==> src/common/mmrb_pkg.sv <==
package mmrb_pkg;

	////////////////////////////////////////////////////////////////////////
	// register offsets
	localparam logic [7:0] OFF_REMOTE9_HIGH = 8'h61;
	localparam logic [7:0] OFF_REMOTE4_BETA = 8'h64;
	localparam logic [7:0] OFF_REMOTE5_BETA = 8'h65;
	localparam logic [7:0] OFF_REMOTE6_BETA = 8'h66;
	localparam logic [7:0] OFF_RES_CORR_EN = 8'h70;
	localparam logic [7:0] OFF_PROG_VOLT = 8'h71;
	localparam logic [7:0] OFF_PULSE1_DIV = 8'h72;
	localparam logic [7:0] OFF_PULSE2_DIV = 8'h73;
	localparam logic [7:0] OFF_TRIP_THRESH = 8'h75;
	localparam logic [7:0] OFF_TRIP_CAUSE = 8'h76;
	localparam logic [7:0] OFF_TRIP_CONFIG = 8'h77;
	localparam logic [7:0] OFF_BUS_ERROR = 8'h7A;
	localparam logic [7:0] OFF_GLOBAL_IRQ = 8'h7C;
	localparam logic [7:0] OFF_UPD_EN_B = 8'h7D;
	localparam logic [7:0] OFF_UPD_EN_A = 8'h7E;

	////////////////////////////////////////////////////////////////////////
	// reset values
	localparam logic [7:0] RST_REMOTE9_HIGH = 8'h7F;
	localparam logic [7:0] RST_BETA = 8'h10;
	localparam logic [7:0] RST_RES_CORR_EN = 8'hFF;
	localparam logic [7:0] RST_PROG_VOLT = 8'hFF;
	localparam logic [7:0] RST_PULSE1_DIV = 8'h28;
	localparam logic [7:0] RST_PULSE2_DIV = 8'h01;
	localparam logic [7:0] RST_TRIP_THRESH = 8'h7F;
	localparam logic [7:0] RST_TRIP_CAUSE = 8'h00;
	localparam logic [7:0] RST_TRIP_CONFIG = 8'h00;
	localparam logic [7:0] RST_BUS_ERROR = 8'h00;
	localparam logic [7:0] RST_GLOBAL_IRQ = 8'h04;
	localparam logic [7:0] RST_UPD_EN_B = 8'h00;
	localparam logic [7:0] RST_UPD_EN_A = 8'hC0;
	localparam logic [7:0] RD_UNMAPPED = 8'h00;

	////////////////////////////////////////////////////////////////////////
	// field positions
	localparam int GIRQ_CAUSE_CLR_BIT = 0;
	localparam int GIRQ_ENABLE_BIT = 2;
	localparam int UPD_A_VOLT_IRQ_BIT = 7;
	localparam int UPD_A_TEMP_IRQ_BIT = 6;
	localparam int BETA_COUNT = 3;

	////////////////////////////////////////////////////////////////////////
	// read answer states
	typedef enum logic [1:0] {
		MMRB_ST_IDLE = 2'b01,
		MMRB_ST_RESP = 2'b10
	} mmrb_state_t;

endpackage

==> src/rtl/mmrb_divider.sv <==
`timescale 1ns/1ps
`default_nettype none
module mmrb_divider #(
	parameter int WIDTH = 8
) (
	input wire logic clk,
	input wire logic rstn,
	input wire logic base_tick,
	input wire logic [WIDTH-1:0] ratio,
	output logic pulse_out
);
	logic [WIDTH-1:0] count_reg;
	logic [WIDTH-1:0] count_next;
	logic pulse_reg;
	logic pulse_next;
	logic [WIDTH-1:0] last;

	// ratio 0 acts as ratio 1
	always_comb begin
		last = (ratio == '0) ? '0 : ratio - WIDTH'(1);
		count_next = count_reg;
		pulse_next = 1'b0;
		if (base_tick) begin
			if (count_reg >= last) begin
				count_next = '0;
				pulse_next = 1'b1;
			end else begin
				count_next = count_reg + WIDTH'(1);
			end
		end
	end

	always_ff @(posedge clk) begin
		if (!rstn) begin
			count_reg <= '0;
			pulse_reg <= 1'b0;
		end else begin
			count_reg <= count_next;
			pulse_reg <= pulse_next;
		end
	end

	assign pulse_out = pulse_reg;

	chk_div_pulse_cause: assert property (@(posedge clk) disable iff (!rstn)
		pulse_reg |-> $past(base_tick))
		else $error("divided pulse without base tick");
endmodule
`default_nettype wire

==> src/rtl/mmrb_top.sv <==
// Function
// - remote diode 9 high limit is a writable lockable byte resetting to 7Fh.
// - diodes 4 to 6 each have a writable lockable beta byte resetting to 10h.
// - series resistance correction enables are writable and reset to FFh.
// - the programming voltage reading is read only, resets to FFh, writes do nothing.
// - pulse output 1 is divided by a writable ratio register resetting to 28h.
// - pulse output 2 has its own writable lockable divide ratio register.
// - the trip limit is derived from the programming voltage, compared to diode 1, read only, 7Fh.
// - read only cause bits, 00h at reset, record which trip input asserted the outputs.
// - the fallback protection config is writable, lockable, 00h, kept in every power mode.
// - read only bits flag each bus error type detected, 00h at reset.
// - one unlockable register holds global interrupt enable and cause clear, reset 04h.
// - regulator, fan driver, shutdown and diodes 3 to 7 update status only when enabled.
// - voltage and temperature channels interrupt only when their enables are set, reset C0h.
// - internal diode, diodes 1 and 2 and voltages update status only when enabled.
// - lockable registers fall under the software lock engaged from the lock start register.
`timescale 1ns/1ps
`default_nettype none
module mmrb_top (
	input wire logic clk,
	input wire logic rstn,
	input wire logic wr_en,
	input wire logic rd_en,
	input wire logic [7:0] addr,
	input wire logic [7:0] wdata,
	output logic [7:0] rdata,
	output logic rd_valid,
	input wire logic lock_engage,
	input wire logic vset_valid,
	input wire logic [7:0] vset_sample,
	input wire logic [7:0] remote1_temp,
	input wire logic [7:0] trip_cause_event,
	input wire logic [7:0] bus_error_event,
	input wire logic [7:0] status_event_a,
	input wire logic [7:0] status_event_b,
	input wire logic volt_pending,
	input wire logic temp_pending,
	input wire logic other_pending,
	input wire logic pulse1_base_tick,
	input wire logic pulse2_base_tick,
	output logic [7:0] remote9_high_limit,
	output logic [7:0] remote4_beta,
	output logic [7:0] remote5_beta,
	output logic [7:0] remote6_beta,
	output logic [7:0] series_resistance_cancel,
	output logic [7:0] fallback_protection_config,
	output logic [7:0] status_update_a,
	output logic [7:0] status_update_b,
	output logic overtemp_trip,
	output logic lockable_flag,
	output logic irq_out_n,
	output logic pulse_out1,
	output logic pulse_out2
);

	////////////////////////////////////////////////////////////////////////
	// helpers
	function automatic logic is_lockable(input logic [7:0] a);
		case (a)
			mmrb_pkg::OFF_REMOTE9_HIGH,
			mmrb_pkg::OFF_REMOTE4_BETA,
			mmrb_pkg::OFF_REMOTE5_BETA,
			mmrb_pkg::OFF_REMOTE6_BETA,
			mmrb_pkg::OFF_RES_CORR_EN,
			mmrb_pkg::OFF_PULSE1_DIV,
			mmrb_pkg::OFF_PULSE2_DIV,
			mmrb_pkg::OFF_TRIP_CONFIG,
			mmrb_pkg::OFF_UPD_EN_B,
			mmrb_pkg::OFF_UPD_EN_A: is_lockable = 1'b1;
			default: is_lockable = 1'b0;
		endcase
	endfunction

	function automatic logic [7:0] trip_limit(input logic [7:0] v);
		trip_limit = {1'b0, v[7:1]};
	endfunction

	////////////////////////////////////////////////////////////////////////
	// state
	logic [7:0] hi9_reg, hi9_next;
	logic [7:0] beta_reg [0:mmrb_pkg::BETA_COUNT-1];
	logic [7:0] beta_next [0:mmrb_pkg::BETA_COUNT-1];
	logic [7:0] rec_reg, rec_next;
	logic [7:0] vset_reg, vset_next;
	logic [7:0] div1_reg, div1_next;
	logic [7:0] div2_reg, div2_next;
	logic [7:0] thr_reg, thr_next;
	logic [7:0] cause_reg, cause_next;
	logic [7:0] fcfg_reg, fcfg_next;
	logic [7:0] berr_reg, berr_next;
	logic [7:0] girq_reg, girq_next;
	logic [7:0] ena_b_reg, ena_b_next;
	logic [7:0] ena_a_reg, ena_a_next;
	logic lock_reg, lock_next;
	logic [7:0] upd_a_reg, upd_a_next;
	logic [7:0] upd_b_reg, upd_b_next;
	logic trip_reg, trip_next;
	logic irq_n_reg, irq_n_next;
	logic [7:0] rdata_reg, rdata_next;
	logic rvalid_reg, rvalid_next;
	mmrb_pkg::mmrb_state_t state_reg, state_next;
	logic wr_ok;
	logic rd_take;
	logic cause_clr;
	logic [7:0] rd_mux;

	////////////////////////////////////////////////////////////////////////
	// register writes and hardware updates
	always_comb begin
		wr_ok = wr_en && !(lock_reg && is_lockable(addr));
		rd_take = rd_en && (state_reg == mmrb_pkg::MMRB_ST_IDLE);
		cause_clr = wr_en && (addr == mmrb_pkg::OFF_GLOBAL_IRQ) &&
			wdata[mmrb_pkg::GIRQ_CAUSE_CLR_BIT];
		hi9_next = hi9_reg;
		rec_next = rec_reg;
		div1_next = div1_reg;
		div2_next = div2_reg;
		fcfg_next = fcfg_reg;
		girq_next = girq_reg;
		ena_b_next = ena_b_reg;
		ena_a_next = ena_a_reg;
		for (int i = 0; i < mmrb_pkg::BETA_COUNT; i++) begin
			beta_next[i] = beta_reg[i];
			if (wr_ok && addr == mmrb_pkg::OFF_REMOTE4_BETA + 8'(i))
				beta_next[i] = wdata;
		end
		if (wr_ok) begin
			case (addr)
				mmrb_pkg::OFF_REMOTE9_HIGH: hi9_next = wdata;
				mmrb_pkg::OFF_RES_CORR_EN: rec_next = wdata;
				mmrb_pkg::OFF_PULSE1_DIV: div1_next = wdata;
				mmrb_pkg::OFF_PULSE2_DIV: div2_next = wdata;
				mmrb_pkg::OFF_TRIP_CONFIG: fcfg_next = wdata;
				mmrb_pkg::OFF_UPD_EN_B: ena_b_next = wdata;
				mmrb_pkg::OFF_UPD_EN_A: ena_a_next = wdata;
				mmrb_pkg::OFF_GLOBAL_IRQ: begin
					// clear bit is a strobe, never stored
					girq_next = wdata;
					girq_next[mmrb_pkg::GIRQ_CAUSE_CLR_BIT] = 1'b0;
				end
				default: begin
				end
			endcase
		end
		// read only values follow the hardware only
		vset_next = vset_valid ? vset_sample : vset_reg;
		thr_next = vset_valid ? trip_limit(vset_sample) : thr_reg;
		trip_next = $signed(remote1_temp) >= $signed(thr_reg);
		// set wins over clear
		cause_next = (cause_clr ? 8'h00 : cause_reg) | trip_cause_event;
		berr_next = ((rd_take && addr == mmrb_pkg::OFF_BUS_ERROR) ? 8'h00 : berr_reg) |
			bus_error_event;
		lock_next = lock_reg | lock_engage;
		upd_a_next = status_event_a & ena_a_reg;
		upd_b_next = status_event_b & ena_b_reg;
		irq_n_next = !(girq_reg[mmrb_pkg::GIRQ_ENABLE_BIT] &&
			((volt_pending && ena_a_reg[mmrb_pkg::UPD_A_VOLT_IRQ_BIT]) ||
			(temp_pending && ena_a_reg[mmrb_pkg::UPD_A_TEMP_IRQ_BIT]) ||
			other_pending));
	end

	always_ff @(posedge clk) begin
		if (!rstn) begin
			hi9_reg <= mmrb_pkg::RST_REMOTE9_HIGH;
			for (int i = 0; i < mmrb_pkg::BETA_COUNT; i++) begin
				beta_reg[i] <= mmrb_pkg::RST_BETA;
			end
			rec_reg <= mmrb_pkg::RST_RES_CORR_EN;
			vset_reg <= mmrb_pkg::RST_PROG_VOLT;
			div1_reg <= mmrb_pkg::RST_PULSE1_DIV;
			div2_reg <= mmrb_pkg::RST_PULSE2_DIV;
			thr_reg <= mmrb_pkg::RST_TRIP_THRESH;
			cause_reg <= mmrb_pkg::RST_TRIP_CAUSE;
			fcfg_reg <= mmrb_pkg::RST_TRIP_CONFIG;
			berr_reg <= mmrb_pkg::RST_BUS_ERROR;
			girq_reg <= mmrb_pkg::RST_GLOBAL_IRQ;
			ena_b_reg <= mmrb_pkg::RST_UPD_EN_B;
			ena_a_reg <= mmrb_pkg::RST_UPD_EN_A;
			lock_reg <= 1'b0;
			upd_a_reg <= 8'h00;
			upd_b_reg <= 8'h00;
			trip_reg <= 1'b0;
			irq_n_reg <= 1'b1;
		end else begin
			hi9_reg <= hi9_next;
			for (int i = 0; i < mmrb_pkg::BETA_COUNT; i++) begin
				beta_reg[i] <= beta_next[i];
			end
			rec_reg <= rec_next;
			vset_reg <= vset_next;
			div1_reg <= div1_next;
			div2_reg <= div2_next;
			thr_reg <= thr_next;
			cause_reg <= cause_next;
			fcfg_reg <= fcfg_next;
			berr_reg <= berr_next;
			girq_reg <= girq_next;
			ena_b_reg <= ena_b_next;
			ena_a_reg <= ena_a_next;
			lock_reg <= lock_next;
			upd_a_reg <= upd_a_next;
			upd_b_reg <= upd_b_next;
			trip_reg <= trip_next;
			irq_n_reg <= irq_n_next;
		end
	end

	////////////////////////////////////////////////////////////////////////
	// read answer
	always_comb begin
		case (addr)
			mmrb_pkg::OFF_REMOTE9_HIGH: rd_mux = hi9_reg;
			mmrb_pkg::OFF_REMOTE4_BETA: rd_mux = beta_reg[0];
			mmrb_pkg::OFF_REMOTE5_BETA: rd_mux = beta_reg[1];
			mmrb_pkg::OFF_REMOTE6_BETA: rd_mux = beta_reg[2];
			mmrb_pkg::OFF_RES_CORR_EN: rd_mux = rec_reg;
			mmrb_pkg::OFF_PROG_VOLT: rd_mux = vset_reg;
			mmrb_pkg::OFF_PULSE1_DIV: rd_mux = div1_reg;
			mmrb_pkg::OFF_PULSE2_DIV: rd_mux = div2_reg;
			mmrb_pkg::OFF_TRIP_THRESH: rd_mux = thr_reg;
			mmrb_pkg::OFF_TRIP_CAUSE: rd_mux = cause_reg;
			mmrb_pkg::OFF_TRIP_CONFIG: rd_mux = fcfg_reg;
			mmrb_pkg::OFF_BUS_ERROR: rd_mux = berr_reg;
			mmrb_pkg::OFF_GLOBAL_IRQ: rd_mux = girq_reg;
			mmrb_pkg::OFF_UPD_EN_B: rd_mux = ena_b_reg;
			mmrb_pkg::OFF_UPD_EN_A: rd_mux = ena_a_reg;
			default: rd_mux = mmrb_pkg::RD_UNMAPPED;
		endcase
		state_next = state_reg;
		rdata_next = rdata_reg;
		rvalid_next = 1'b0;
		case (state_reg)
			mmrb_pkg::MMRB_ST_IDLE: begin
				if (rd_en) begin
					rdata_next = rd_mux;
					rvalid_next = 1'b1;
					state_next = mmrb_pkg::MMRB_ST_RESP;
				end
			end
			mmrb_pkg::MMRB_ST_RESP: begin
				state_next = mmrb_pkg::MMRB_ST_IDLE;
			end
			default: begin
				state_next = mmrb_pkg::MMRB_ST_IDLE;
			end
		endcase
	end

	always_ff @(posedge clk) begin
		if (!rstn) begin
			state_reg <= mmrb_pkg::MMRB_ST_IDLE;
			rdata_reg <= 8'h00;
			rvalid_reg <= 1'b0;
		end else begin
			state_reg <= state_next;
			rdata_reg <= rdata_next;
			rvalid_reg <= rvalid_next;
		end
	end

	////////////////////////////////////////////////////////////////////////
	// pulse output dividers
	mmrb_divider #(.WIDTH(8)) u_div1 (
		.clk(clk),
		.rstn(rstn),
		.base_tick(pulse1_base_tick),
		.ratio(div1_reg),
		.pulse_out(pulse_out1)
	);

	mmrb_divider #(.WIDTH(8)) u_div2 (
		.clk(clk),
		.rstn(rstn),
		.base_tick(pulse2_base_tick),
		.ratio(div2_reg),
		.pulse_out(pulse_out2)
	);

	////////////////////////////////////////////////////////////////////////
	// outputs
	assign rdata = rdata_reg;
	assign rd_valid = rvalid_reg;
	assign remote9_high_limit = hi9_reg;
	assign remote4_beta = beta_reg[0];
	assign remote5_beta = beta_reg[1];
	assign remote6_beta = beta_reg[2];
	assign series_resistance_cancel = rec_reg;
	assign fallback_protection_config = fcfg_reg;
	assign status_update_a = upd_a_reg;
	assign status_update_b = upd_b_reg;
	assign overtemp_trip = trip_reg;
	assign lockable_flag = lock_reg;
	assign irq_out_n = irq_n_reg;

	////////////////////////////////////////////////////////////////////////
	// checks
	chk_lock_sticky: assert property (@(posedge clk) disable iff (!rstn)
		lock_reg |=> lock_reg)
		else $error("lock released without reset");

	chk_locked_write_ignored: assert property (@(posedge clk) disable iff (!rstn)
		(lock_reg && wr_en && addr == mmrb_pkg::OFF_REMOTE9_HIGH) |=> $stable(hi9_reg))
		else $error("locked write changed limit");

	chk_open_write_taken: assert property (@(posedge clk) disable iff (!rstn)
		(!lock_reg && !lock_engage && wr_en && addr == mmrb_pkg::OFF_REMOTE9_HIGH)
		|=> hi9_reg == $past(wdata))
		else $error("unlocked write not stored");

	chk_girq_unlockable: assert property (@(posedge clk) disable iff (!rstn)
		(lock_reg && wr_en && addr == mmrb_pkg::OFF_GLOBAL_IRQ)
		|=> girq_reg[mmrb_pkg::GIRQ_ENABLE_BIT] == $past(wdata[mmrb_pkg::GIRQ_ENABLE_BIT]))
		else $error("global irq write blocked by lock");

	chk_vset_read_only: assert property (@(posedge clk) disable iff (!rstn)
		(wr_en && addr == mmrb_pkg::OFF_PROG_VOLT && !vset_valid) |=> $stable(vset_reg))
		else $error("write altered voltage reading");

	chk_trip_limit: assert property (@(posedge clk) disable iff (!rstn)
		vset_valid |=> ##1 (overtemp_trip ==
		($signed($past(remote1_temp)) >= $signed(trip_limit($past(vset_sample, 2))))))
		else $error("trip compare wrong");

	chk_cause_set_wins: assert property (@(posedge clk) disable iff (!rstn)
		(trip_cause_event != 8'h00) |=> ((cause_reg & $past(trip_cause_event)) ==
		$past(trip_cause_event)))
		else $error("trip cause event lost");

	chk_cause_clear: assert property (@(posedge clk) disable iff (!rstn)
		(cause_clr && trip_cause_event == 8'h00) |=> cause_reg == 8'h00)
		else $error("cause not cleared");

	chk_bus_error_set: assert property (@(posedge clk) disable iff (!rstn)
		(bus_error_event != 8'h00) |=> ((berr_reg & $past(bus_error_event)) ==
		$past(bus_error_event)))
		else $error("bus error event lost");

	chk_update_gate: assert property (@(posedge clk) disable iff (!rstn)
		((status_update_a & ~$past(ena_a_reg)) == 8'h00) &&
		((status_update_b & ~$past(ena_b_reg)) == 8'h00))
		else $error("status update without enable");

	chk_irq_needs_enable: assert property (@(posedge clk) disable iff (!rstn)
		!irq_out_n |-> $past(girq_reg[mmrb_pkg::GIRQ_ENABLE_BIT]))
		else $error("interrupt without global enable");

	chk_read_answer: assert property (@(posedge clk) disable iff (!rstn)
		(rd_en && state_reg == mmrb_pkg::MMRB_ST_IDLE) |=> rd_valid ##1 !rd_valid)
		else $error("read answer timing wrong");

	chk_reset_values: assert property (@(posedge clk)
		(rstn && !$past(rstn)) |-> (rec_reg == mmrb_pkg::RST_RES_CORR_EN &&
		div1_reg == mmrb_pkg::RST_PULSE1_DIV && ena_a_reg == mmrb_pkg::RST_UPD_EN_A))
		else $error("reset value wrong");

endmodule
`default_nettype wire

==> config.mk <==
export PLATFORM = sky130hd
export DESIGN_NAME = mmrb_top
export DESIGN_NICKNAME = d
export VERILOG_FILES = /design/src/common/mmrb_pkg.sv /design/src/rtl/mmrb_divider.sv /design/src/rtl/mmrb_top.sv
export SDC_FILE = /design/constraint.sdc
export NUM_CORES = 1
export LEC_CHECK = 0
export ABC_AREA = 1
export ABC_CLOCK_PERIOD_IN_PS = 4500
export BUFFER_PORTS_ARGS = -buffer_cell sky130_fd_sc_hd__buf_2
export CAP_MARGIN = 0
export CORE_MARGIN = 5
export CORE_UTILIZATION = 55
export CTS_CLUSTER_DIAMETER = 50
export DETAILED_ROUTE_END_ITERATION = 7
export PLACE_DENSITY = 0.83
export SETUP_SLACK_MARGIN = 0.02
export SLEW_MARGIN = 5
export SYNTH_ARGS = -nofsm -noshare
export SYNTH_HDL_FRONTEND = slang
export SYNTH_SLANG_ARGS = --single-unit
==> constraint.sdc <==
create_clock -name clk -period 4.5 [get_ports clk]
set_input_delay 0.9 -clock clk [delete_from_list [all_inputs] [get_ports clk]]
set_output_delay 0.9 -clock clk [all_outputs]
set_load 0.01 [all_outputs]
==> out/results.ini <==
[setup_path]
crit_cells = 13
start_kind = input port
path_class = input port to flip-flop
required_ns = 4.82
reg2reg_slack_ns = 1.64
worstReg2RegStart = div2_reg[0]
crit_family = simple AND/OR/NAND/NOR gates
cpMostUsedCell = nand2_1
slowest_stage = nor2_4
arrival_ns = 3.39
critPathCaptureType = flip-flop
worst-path-max-fanout = 80
crit_chain = buf_2 -> inv_1 -> nand2_1 -> nor2_4 -> nand2_1 -> nand2_1 -> nor2_1 -> nand3_2 -> nand2_4 -> nand3_1 -> nand2_1 -> inv_1 -> nor2_1
worst-r2r-cell-count = 17
critPathBufInv = 3
critPathMaxStageDelay_ns = 0.55
r2r_end = u_div2.count_reg[4]

[clock_network]
cts_made_buffers = 17
clk_latency_ns = 0.43
path_clk_slew_ns = 0.06
clock-sinks = 159
cts_tree = yes
cts-root-buf = clkbuf_16
htreeDepth = 4
cts_hold_buffers = 0
post_cts_buffers = 0
cts_resized = 0
cts_buffer_depth = 2

[logic_synthesis]
syn_area_mm2 = 0.008138
synth.net_count = 1304
synth_edf_count = 0
ys_types = 36
syn_avg_cell_area_um2 = 6.770
yosysTopAreaCell = dfxtp_1
synth_ff_type = dfxtp_1
yosys-top-cells-area = dfxtp_1, nand2_1, nor2_1, inv_1, nand3_1
synth_top_area_frac = 0.3911
yosysSeqAreaShare = 0.3911
ys_warn_count = 0
ys_ff_latch = 159
syn_inst = 1202
async_flop_share = 0

[finish]
diodes = 0
largest_reg_flops = 24
stdcell_count = 1523
fillCellCount = 1309
syn_to_final_growth_pct = 17.02
final_nets = 1428
drive_above_1_share = 0.1598

[timing]
drv_slew = 0
clock.fmax_mhz = 325.6
layout_setup_ws_ns = 1.428
worst_slew_pin_slew_ns = 0.9118
period_share = 0.6826
rsz0062_at_grt = no
setup_tns_ns = 0
finClkSkew_ns = 0.009543
hold_viol = 0
max-slew-margin-rel = 0.3922
hold_slack_ns = 0.4434
period_minus_slack_ns = 3.072
setup_viol = 0

[detailed_routing]
drc = 0
vias_per_cell = 5.625
routedWlPerCell_um = 16.49
final_antenna_net_count = 0
drtPass1Iterations = 8
first_iter_violations = 1029
vias = 8567
postRouteWirelength_um = 25110

[global_route]
antenna_found_initial = 0
grt_usage = 0.2818
grt_pass1_vias = 7882
grt_overflow = 0
grt_pass1_wl_um = 40050
grt_max_degree = 88

[power]
switching_share = 0.2474
cellPowerDensity_mw_per_mm2 = 328.2
vdd_drop_max_mv = 0.2595
p_total_w = 0.003125
p_leak_nw = 4.596
seqPwrFrac = 0.465
pwr-share-comb = 0.068
clkPwrFrac = 0.466
power.internal_w = 0.002352
p_switching_w = 0.0007730

[die]
core_area_mm2 = 0.01453
rows = 44
initial_utilization = 0.5599
die_h_um = 131.6
num_io_pins = 153
die-area_mm2 = 0.01733
die_w_um = 131.6

[worst_hold_path]
hold_start = girq_reg[2]
hold_path_end = irq_out_n
hold_class = flip-flop to flip-flop
hold-path-cell-count = 1

[placed_design]
place_congestion = 0.9771
port_buffers = 152
dp.cells = 1491
dpl.hpwl_um = 18020
place_ws_ns = 1.076

[run]
drv_cap = 0

[outcome]
status = complete, no violations

[how the worst max path moves through the flow]
stage	from	end
floorplan	div2_reg[0]	u_div2.count_reg[0]
global placement	addr[7]	beta_reg[0][8]
detailed placement	addr[7]	beta_reg[0][11]
CTS	addr[7]	ena_a_reg[5]
global route	addr[7]	beta_reg[0][22]
finish	addr[7]	ena_a_reg[5]
[synthesized netlist by cell type (all sizes together), types with 2 or more instances]
cell / count
nand2: 279
nor2: 170
inv: 163
dfxtp: 159
nand3: 124
nand4: 96
a21oi: 54
buf: 31
ha: 27
o21ai: 27
clkbuf: 23
nor3: 11
xor2: 11
xnor2: 6
or2: 5
o211ai: 3
a211oi: 2
a21boi: 2
clkinv: 2
nand3b: 2
[power groups by stage]
stage / combinational [W] / clock, W / sequential, W
2_1_floorplan: 0.000122 / 0 / 0.00148
3_3_place_gp: 0.000205 / 0 / 0.00148
3_5_place_dp: 0.000208 / 0 / 0.00148
4_1_cts: 0.000210 / 0.00146 / 0.00145
5_1_grt: 0.000237 / 0.00153 / 0.00146
6_report: 0.000213 / 0.00146 / 0.00145
[cells by family after synthesis]
| family | Yosys count | share of synthesized area |
|---|---|---|
| and+or+nand+nor | 689 | 0.3798 |
| buffers and inverters | 219 | 0.1096 |
| DFF | 159 | 0.3911 |
| AOI/OAI and AO/OA | 90 | 0.05842 |
| adders and majority gates | 27 | 0.04151 |
| xor gates and xnor gates | 17 | 0.01830 |
| muxes | 1 | 0.001230 |
[per-layer routing]
| layer | vias up | routed length, um | global-route usage |
|---|---|---|---|
| met3 | 85 | 2658 | 0.06804 |
| met5 | - | 0 | 0 |
| met1 | 3860 | 10040 | 0.3663 |
| met2 | 486 | 11380 | 0.4450 |
| li1 | 4136 | - | - |
| met4 | 0 | 1026 | 0.1269 |
[cell usage in the layout (no fill, tap or decap), types with 2 or more instances in the layout]
cell type | Yosys | final
nand2_1 | 275 | 275
nor2_1 | 162 | 161
inv_1 | 160 | 160
dfxtp_1 | 159 | 159
buf_2 | 11 | 152
nand3_1 | 120 | 120
nand4_1 | 96 | 96
a21oi_1 | 54 | 54
ha_1 | 27 | 27
o21ai_0 | 26 | 26
clkbuf_16 | 0 | 17
xor2_1 | 11 | 11
nor3_1 | 11 | 11
nor2_2 | 7 | 7
xnor2_1 | 6 | 6
buf_4 | 3 | 6
or2_2 | 5 | 5
clkinvlp_4 | 0 | 4
clkinv_4 | 0 | 4
o211ai_1 | 3 | 3
nand3_2 | 3 | 3
nand2_2 | 3 | 3
inv_2 | 3 | 3
clkinv_1 | 2 | 2
a21boi_0 | 2 | 2
a211oi_1 | 2 | 2
nand3b_1 | 2 | 2
nor2_4 | 1 | 2
clkbuf_8 | 0 | 2
clkbuf_1 | 23 | 2
bufinv_16 | 0 | 2
[worst reg2reg max path, cell delays in order, from the launching register on]
cell and delay, ns:
dfxtp_1 0.35, inv_1 0.12, ha_1 0.20, nand3_1 0.13
nor3_1 0.27, inv_1 0.07, nor3_1 0.23, nor2_1 0.08
ha_1 0.28, o21ai_0 0.19, a21boi_0 0.12, o21ai_0 0.15
nand2_1 0.09, nand2_1 0.06, nand2_1 0.04, nand2_1 0.08
nand2_1 0.16, nor2_1 0.17
[per-stage QoR]
step / utilization / area [um2]
after floorplan: - / 8138
after global placement: 0.6143 / 8929
after detailed placement: 0.6143 / 8929
after CTS: 0.6552 / 9523
after global routing: 0.6552 / 9523
final: 0.6552 / 9523
[layout make-up]
| type | count | area (um2) | area share |
|---|---|---|---|
| flip-flops and latches | 159 | 3183 | 0.3343 |
| repair buffers | 159 | 825.8 | 0.08672 |
| clock inverters | 11 | 133.9 | 0.01406 |
| inverters | 165 | 619.3 | 0.06504 |
| multi-input cells | 824 | 4070 | 0.4274 |
| well taps | 184 | 230.2 | 0.02418 |
| clock buffers | 21 | 460.4 | 0.04835 |
(Power assumes the default switching activity.)
